==> config.mk <==
export PLATFORM = sky130hd
export DESIGN_NAME = crate_detect_power_manager
export DESIGN_NICKNAME = d
export VERILOG_FILES = /design/src/rtl/crate_detect_pkg.sv /design/src/rtl/event_edge_gen.sv /design/src/rtl/crate_detect_power_manager.sv
export VERILOG_INCLUDE_DIRS = /design/src /design/src/rtl
export SDC_FILE = /design/constraint.sdc
export NUM_CORES = 1
export LEC_CHECK = 0
export BUFFER_PORTS_ARGS = -buffer_cell sky130_fd_sc_hd__buf_2
export CAP_MARGIN = 20
export CORE_ASPECT_RATIO = 1.75
export CORE_MARGIN = 4
export CORE_UTILIZATION = 30
export CTS_CLUSTER_DIAMETER = 40
export DETAILED_ROUTE_END_ITERATION = 12
export GPL_TIMING_DRIVEN = 0
export SKIP_LAST_GASP = 1
export SLEW_MARGIN = 20
export SYNTH_ARGS = -nofsm -noshare
export SYNTH_HDL_FRONTEND = slang
export SYNTH_SLANG_ARGS = --single-unit
==> constraint.sdc <==
create_clock -name ref_clk -period 1.8 [get_ports ref_clk]
set_clock_uncertainty 0.2 [all_clocks]
set_input_delay 0.09 -clock ref_clk [delete_from_list [all_inputs] [get_ports ref_clk]]
set_output_delay 0.09 -clock ref_clk [all_outputs]
set_load 0.01 [all_outputs]
==> src/rtl/crate_detect_params.svh <==
`ifndef CRATE_DETECT_PARAMS_SVH
`define CRATE_DETECT_PARAMS_SVH
// Settling time of the presence pull-up before it is sampled, in ns
`define PRESENCE_SETTLE_NS 1000
// Clock period in ns
`define REF_CLK_PERIOD_NS 8
// Settling time as whole clock cycles, rounded up
`define PRESENCE_SETTLE_CYC ((`PRESENCE_SETTLE_NS + `REF_CLK_PERIOD_NS - 1) / `REF_CLK_PERIOD_NS)
// Width of the settle counter
`define SETTLE_CNT_W 8
// Number of sensor threshold inputs
`define SENSOR_NUM 4
`endif

==> src/rtl/crate_detect_pkg.sv <==
`default_nettype none
package crate_detect_pkg;
    // Operating mode chosen at power-up
    typedef enum logic [1:0] {
        MODE_UNDECIDED,
        MODE_IN_CRATE,
        MODE_BENCH
    } op_mode_e;
    // Payload power state machine
    typedef enum logic [1:0] {
        PWR_OFF,
        PWR_ON
    } pwr_state_e;
endpackage : crate_detect_pkg
`default_nettype wire

==> src/rtl/event_edge_gen.sv <==
`timescale 1ns/1ps
`default_nettype none
`include "crate_detect_params.svh"

// Emits a one-cycle event pulse on each rising edge of any input bit
module event_edge_gen #(
    parameter int WIDTH = 1
) (
    input wire logic ref_clk,
    input wire logic sys_rst,
    input wire logic enable,
    input wire logic [WIDTH-1:0] level,
    output logic [WIDTH-1:0] event_pulse
);
    // Previous level per bit
    logic [WIDTH-1:0] level_r;

    // Track previous level and form pulses per bit
    genvar gi;
    generate
        for (gi = 0; gi < WIDTH; gi++) begin : g_bit
            always_ff @(posedge ref_clk or posedge sys_rst) begin
                if (sys_rst) begin
                    level_r[gi] <= 1'b0;
                    event_pulse[gi] <= 1'b0;
                end else begin
                    level_r[gi] <= level[gi];
                    // Pulse only while management is active
                    event_pulse[gi] <= enable & level[gi] & ~level_r[gi];
                end
            end
        end
    endgenerate
endmodule : event_edge_gen
`default_nettype wire

==> src/rtl/crate_detect_power_manager.sv <==
// Function
// - Sample presence pin before any management activity
// - Presence high selects out-of-crate bench mode
// - Presence low selects normal in-crate mode
// - In-crate, power follows hub commands
// - Bench mode powers payload without hub
// - Bench mode: handle closed powers, open unpowers
// - Rear module power follows payload power
// - Events on handle changes and sensor limits
`timescale 1ns/1ps
`default_nettype none
`include "crate_detect_params.svh"

module crate_detect_power_manager
    import crate_detect_pkg::*;
(
    input wire logic ref_clk,
    input wire logic sys_rst,
    input wire logic board_presence_sense_n,      // Pulled-up presence pin
    input wire logic handle_closed,               // Hot-swap handle pin, 1 = closed
    input wire logic hub_power_on_cmd,            // Hub payload-on request (same clock)
    input wire logic hub_power_off_cmd,           // Hub payload-off request (same clock)
    input wire logic [`SENSOR_NUM-1:0] sensor_over_limit, // Threshold flags (same clock)
    output logic payload_power_en,
    output logic rear_power_en,
    output logic my_mode,
    output logic mode_valid,
    output logic handle_insert_event,
    output logic handle_extract_event,
    output logic [`SENSOR_NUM-1:0] sensor_event
);

    ////////////////////////////////////////////////////////////////////////////
    // Pin synchronisers

    logic pres_meta_r;   // First stage, read only by second stage
    logic pres_sync_r;   // Synchronised presence
    logic hdl_meta_r;    // First stage of handle
    logic hdl_sync_r;    // Synchronised handle

    // Two-flop synchronisers for the presence and handle pins
    always_ff @(posedge ref_clk or posedge sys_rst) begin
        if (sys_rst) begin
            pres_meta_r <= 1'b1;
            pres_sync_r <= 1'b1;
            hdl_meta_r <= 1'b0;
            hdl_sync_r <= 1'b0;
        end else begin
            pres_meta_r <= board_presence_sense_n;
            pres_sync_r <= pres_meta_r;
            hdl_meta_r <= handle_closed;
            hdl_sync_r <= hdl_meta_r;
        end
    end

    ////////////////////////////////////////////////////////////////////////////
    // Mode decision

    localparam logic [`SETTLE_CNT_W-1:0] SETTLE_LAST =
        `SETTLE_CNT_W'(`PRESENCE_SETTLE_CYC - 1);

    logic [`SETTLE_CNT_W-1:0] settle_cnt_r;  // Pull-up settle counter
    op_mode_e mode_r;                        // Latched mode

    // Wait for the pull-up to settle, then sample once and hold
    always_ff @(posedge ref_clk or posedge sys_rst) begin
        if (sys_rst) begin
            settle_cnt_r <= '0;
            mode_r <= MODE_UNDECIDED;
        end else if (mode_r == MODE_UNDECIDED) begin
            if (settle_cnt_r == SETTLE_LAST) begin
                // Sample the presence level once
                if (pres_sync_r) begin
                    mode_r <= MODE_BENCH;
                end else begin
                    mode_r <= MODE_IN_CRATE;
                end
            end else begin
                settle_cnt_r <= settle_cnt_r + `SETTLE_CNT_W'(1);
            end
        end
        // Once decided, later presence changes are ignored until reset
    end

    assign mode_valid = (mode_r != MODE_UNDECIDED);
    assign my_mode = (mode_r == MODE_BENCH);

    ////////////////////////////////////////////////////////////////////////////
    // Payload power control

    pwr_state_e pwr_r;  // Payload power state
    pwr_state_e pwr_nxt;

    // Next power state from hub commands or handle
    always_comb begin
        pwr_nxt = pwr_r;
        unique case (mode_r)
            MODE_IN_CRATE: begin
                // Hub supervises power; off wins over on
                if (hub_power_off_cmd) begin
                    pwr_nxt = PWR_OFF;
                end else if (hub_power_on_cmd) begin
                    pwr_nxt = PWR_ON;
                end
            end
            MODE_BENCH: begin
                // Handle acts as power switch, hub ignored
                pwr_nxt = hdl_sync_r ? PWR_ON : PWR_OFF;
            end
            default: begin
                // No activity before the mode is known
                pwr_nxt = PWR_OFF;
            end
        endcase
    end

    // Power state register
    always_ff @(posedge ref_clk or posedge sys_rst) begin
        if (sys_rst) begin
            pwr_r <= PWR_OFF;
        end else begin
            pwr_r <= pwr_nxt;
        end
    end

    // Enables registered from the next power state
    always_ff @(posedge ref_clk or posedge sys_rst) begin
        if (sys_rst) begin
            payload_power_en <= 1'b0;
            rear_power_en <= 1'b0;
        end else begin
            payload_power_en <= (pwr_nxt == PWR_ON);
            rear_power_en <= (pwr_nxt == PWR_ON);
        end
    end

    ////////////////////////////////////////////////////////////////////////////
    // System events

    logic [`SENSOR_NUM+1:0] ev_level;  // Event source levels
    logic [`SENSOR_NUM+1:0] ev_pulse;  // Rising-edge pulses

    // Edge memories reset low, so the inverted handle bit shows a false rise
    // after reset; the enable keeps it quiet until the mode is decided
    assign ev_level = {sensor_over_limit, ~hdl_sync_r, hdl_sync_r};

    // Edge detector for handle and sensor events
    event_edge_gen #(
        .WIDTH(`SENSOR_NUM + 2)
    ) u_events (
        .ref_clk(ref_clk),
        .sys_rst(sys_rst),
        .enable(mode_valid),
        .level(ev_level),
        .event_pulse(ev_pulse)
    );

    assign handle_insert_event = ev_pulse[0];
    assign handle_extract_event = ev_pulse[1];
    assign sensor_event = ev_pulse[`SENSOR_NUM+1:2];
endmodule : crate_detect_power_manager
`default_nettype wire

==> flow_metrics.py <==
metrics = {
    "logic_synthesis": {
        "async_flop_share_pct": 100,
        "yosysTopAreaCellShare_pct": 59.2,
        "ys_top_cells_by_area": "dfrtp_1, ha_1, dfstp_2, mux2i_1, inv_1",
        "synth_top_area_cell": "dfrtp_1",
        "yosys_warnings": 0,
        "yosysSeqAreaShare_pct": 63.8,
        "ys.flop_type": "dfrtp_1",
        "synth-edff-count": 0,
        "synth_cell_types": 25,
        "syn_avg_cell_area_um2": 12.8,
        "synth_nets": 104,
        "synth_seq_cells": 29,
        "netlist_area_um2": 1140,
        "netlist_instances": 89,
    },
    "cells_and_area": {
        "final_cell_mix": "dfrtp_1, buf_2, inv_1, dlygate4sd3_1, a21oi_1",
        "antenna_cells": 0,
        "final_nets": 142,
        "multi_input_area_um2": 370,
        "seq_area_um2": 728,
        "n_fill_cell": 354,
        "layout_commonest_cell": "dfrtp_1",
        "drive_gt1_share_pct": 32.8,
        "syn2layout_area_growth_pct": 32.7,
    },
    "clock_network": {
        "ctsHtreeMaxLevel": 2,
        "cts_root_buf": "clkbuf_8",
        "clkLatencyLatePin_ns": 0.28,
        "cts_max_path_buffers": 2,
        "cts_inserted_buffers": 5,
        "numClockSinks": 29,
        "tritoncts": "done",
        "cts.clk_slew.worst_paths_ns": 0.06,
    },
    "floorplan": {
        "num_io_pins": 20,
        "row_count": 29,
        "dieArea_um2": 4890,
        "initial_core_util_pct": 31.1,
        "die_w_um": 54.6,
        "chipHeight_um": 89.6,
        "fp.coreArea_um2": 3660,
    },
    "power": {
        "ir_worst_vdd_mv": 0.719,
        "p_leak_nw": 0.758,
        "p_per_area_nw_per_um2": 796,
        "finalPower_mw": 1.21,
    },
    "routing": {
        "met2_wirelength_um": 1180,
        "wl_met3_um": 93,
        "ant_nets": 0,
        "viasPerCell": 4.41,
        "drc": 0,
        "firstDrtPassIters": 4,
        "wl_um": 2130,
        "vias": 768,
        "initialDrtViolationCount": 4,
        "routed.top_layer": "met4",
        "wl_per_cell_um": 12.2,
        "wl_met1_um": 782,
    },
    "worst_setup_path": {
        "crit_family": "flip-flops",
        "reg2reg_depth": 6,
        "crit_arrival_ns": 1.69,
        "cp-end-kind": "register",
        "worstSetupPathDepth": 6,
        "worstPathCellList": "inv_1, ha_1, and3b_1, buf_6, a21o_1, mux2_4",
        "crit_slowest_cell": "dfrtp_1",
        "path_buf_inv": 2,
        "required_ns": 1.76,
        "cp_max_fo": 6,
        "path_class": "reg2reg",
        "critPathLaunchType": "register",
        "worst_path_largest_cell_delay_ns": 0.35,
    },
    "timing": {
        "finalHoldViolations": 0,
        "tightest_slew_ns": 0.575,
        "maxSlewViolCount": 0,
        "slew_headroom_pct": 61.6,
        "fmax_mhz": 580,
        "finalSetupViolations": 0,
        "period_share_pct": 95.8,
        "layout_setup_ws_ns": 0.0751,
        "finalCriticalPeriod_ns": 1.72,
    },
    "grt": {
        "grt_pass1_vias": 845,
        "grt_max_degree": 30,
        "grt_pass1_wl_um": 3770,
        "grt_overflow": 0,
        "antenna_found_initial": 0,
        "grtUsageTotal_pct": 11.4,
    },
    "placed_design": {
        "pre_cts_ws_ns": -0.156,
        "io_buffers": 19,
        "dp_hpwl_um": 1490,
        "gp_congestion": 0.716,
    },
    "flow_run": {
        "maxCapViolCount": 0,
    },
    "min_path": {
        "holdCritPathClass": "reg2reg",
        "hold_path_depth": 0,
    },
    "outcome": {
        "status": "complete, no violations",
    },
}
-- what timing repair did --
| action | 4_1_cts | 5_1_grt |
|---|---|---|
| hold buffers | 9 | 0 |
| buffers inserted | 2 | 1 |
| endpoints found under the hold margin | 40 | 0 |
| gates resized for setup | 2 | 6 |
| endpoints found under the setup margin | 6 | 4 |
-- final timing paths --
check / to / slack [ns] / start
worst min-delay path: hdl_sync_r$_DFF_PP0_ / 0.15 / hdl_meta_r$_DFF_PP0_
worst max register to register: settle_cnt_r[1]$_DFFE_PP0P_ / 0.08 / settle_cnt_r[1]$_DFFE_PP0P_
min in group asynchronous: u_events.event_pulse[1]$_DFF_PP0_ / 0.22 / sys_rst
max in group asynchronous: u_events.level_r[3]$_DFF_PP0_ / 0.79 / sys_rst
worst max-delay path: settle_cnt_r[1]$_DFFE_PP0P_ / 0.08 / settle_cnt_r[1]$_DFFE_PP0P_
worst min register to register: hdl_sync_r$_DFF_PP0_ / 0.15 / hdl_meta_r$_DFF_PP0_
-- where the power goes --
| group | leakage, nW | total (mW) | switching, mW | internal [mW] |
|---|---|---|---|---|
| combinational | 0.348 | 0.0395 | 0.0181 | 0.0214 |
| sequential | 0.365 | 0.670 | 0.00437 | 0.665 |
| clock | 0.0450 | 0.496 | 0.229 | 0.267 |
| total | 0.758 | 1.21 | 0.252 | 0.954 |
-- cells in the mapped netlist (2+ instances only) --
master	number
dfrtp_1	27
a21oi_1	6
nor2_1	3
mux2i_1	4
and3b_1	2
o21ai_0	2
nand3_1	2
nor3_1	3
ha_1	5
nand4_1	3
nand2_1	3
mux2_2	3
nor3b_1	4
inv_1	10
dfstp_2	2
-- logic make-up (layout without fill, tap and decap cells) --
logic type / after synthesis / count (layout) / synth area share [%]
buffers and inverters: 13 / 52 / 5.26
xor gates and xnor gates: 1 / 1 / 0.768
and+or+nand+nor: 23 / 23 / 12.1
muxes: 8 / 8 / 7.78
DFF: 29 / 29 / 63.8
AOI/OAI and AO/OA: 10 / 10 / 4.83
adders and majority gates: 5 / 5 / 5.48
-- routing by layer --
metal,track usage [%],vias up
li1,-,376
met1,10.9,371
met2,19.1,14
met3,4.63,7
met4,7.48,0
met5,0,-
-- stage by stage --
step                area [um^2]  hold slack (ns)  cells  util [%]  setup TNS, ns
detailed placement         1290         -0.00330    154      35.3         -0.298
CTS                        1490            0.156    173      40.6              0
finish                     1510            0.153    174      41.3              0
global placement           1290         -0.00269    154      35.3        -0.0678
floorplan                  1140           -0.106     89         -              0
global route               1510            0.160    174      41.3       -0.00271
-- final cells by class --
| cell class | instances | area share [%] |
|---|---|---|
| inverters | 10 | 2.48 |
| clock inverters | 2 | 0.661 |
| repair buffers | 31 | 13.7 |
| multi-input cells | 47 | 24.5 |
| clock buffers | 6 | 4.79 |
| well taps | 46 | 3.80 |
| flip-flops and latches | 29 | 48.1 |
| plain buffers | 3 | 1.98 |
-- state kept, by name (all words and copies together) (netlist names) --
signal                count
hdl_meta_r                1
rear_power_en             1
pwr_r                     2
u_events.level_r          6
pres_sync_r               1
settle_cnt_r              8
mode_r                    2
u_events.event_pulse      6
pres_meta_r               1
hdl_sync_r                1
Power figures use the tool's default switching activity.
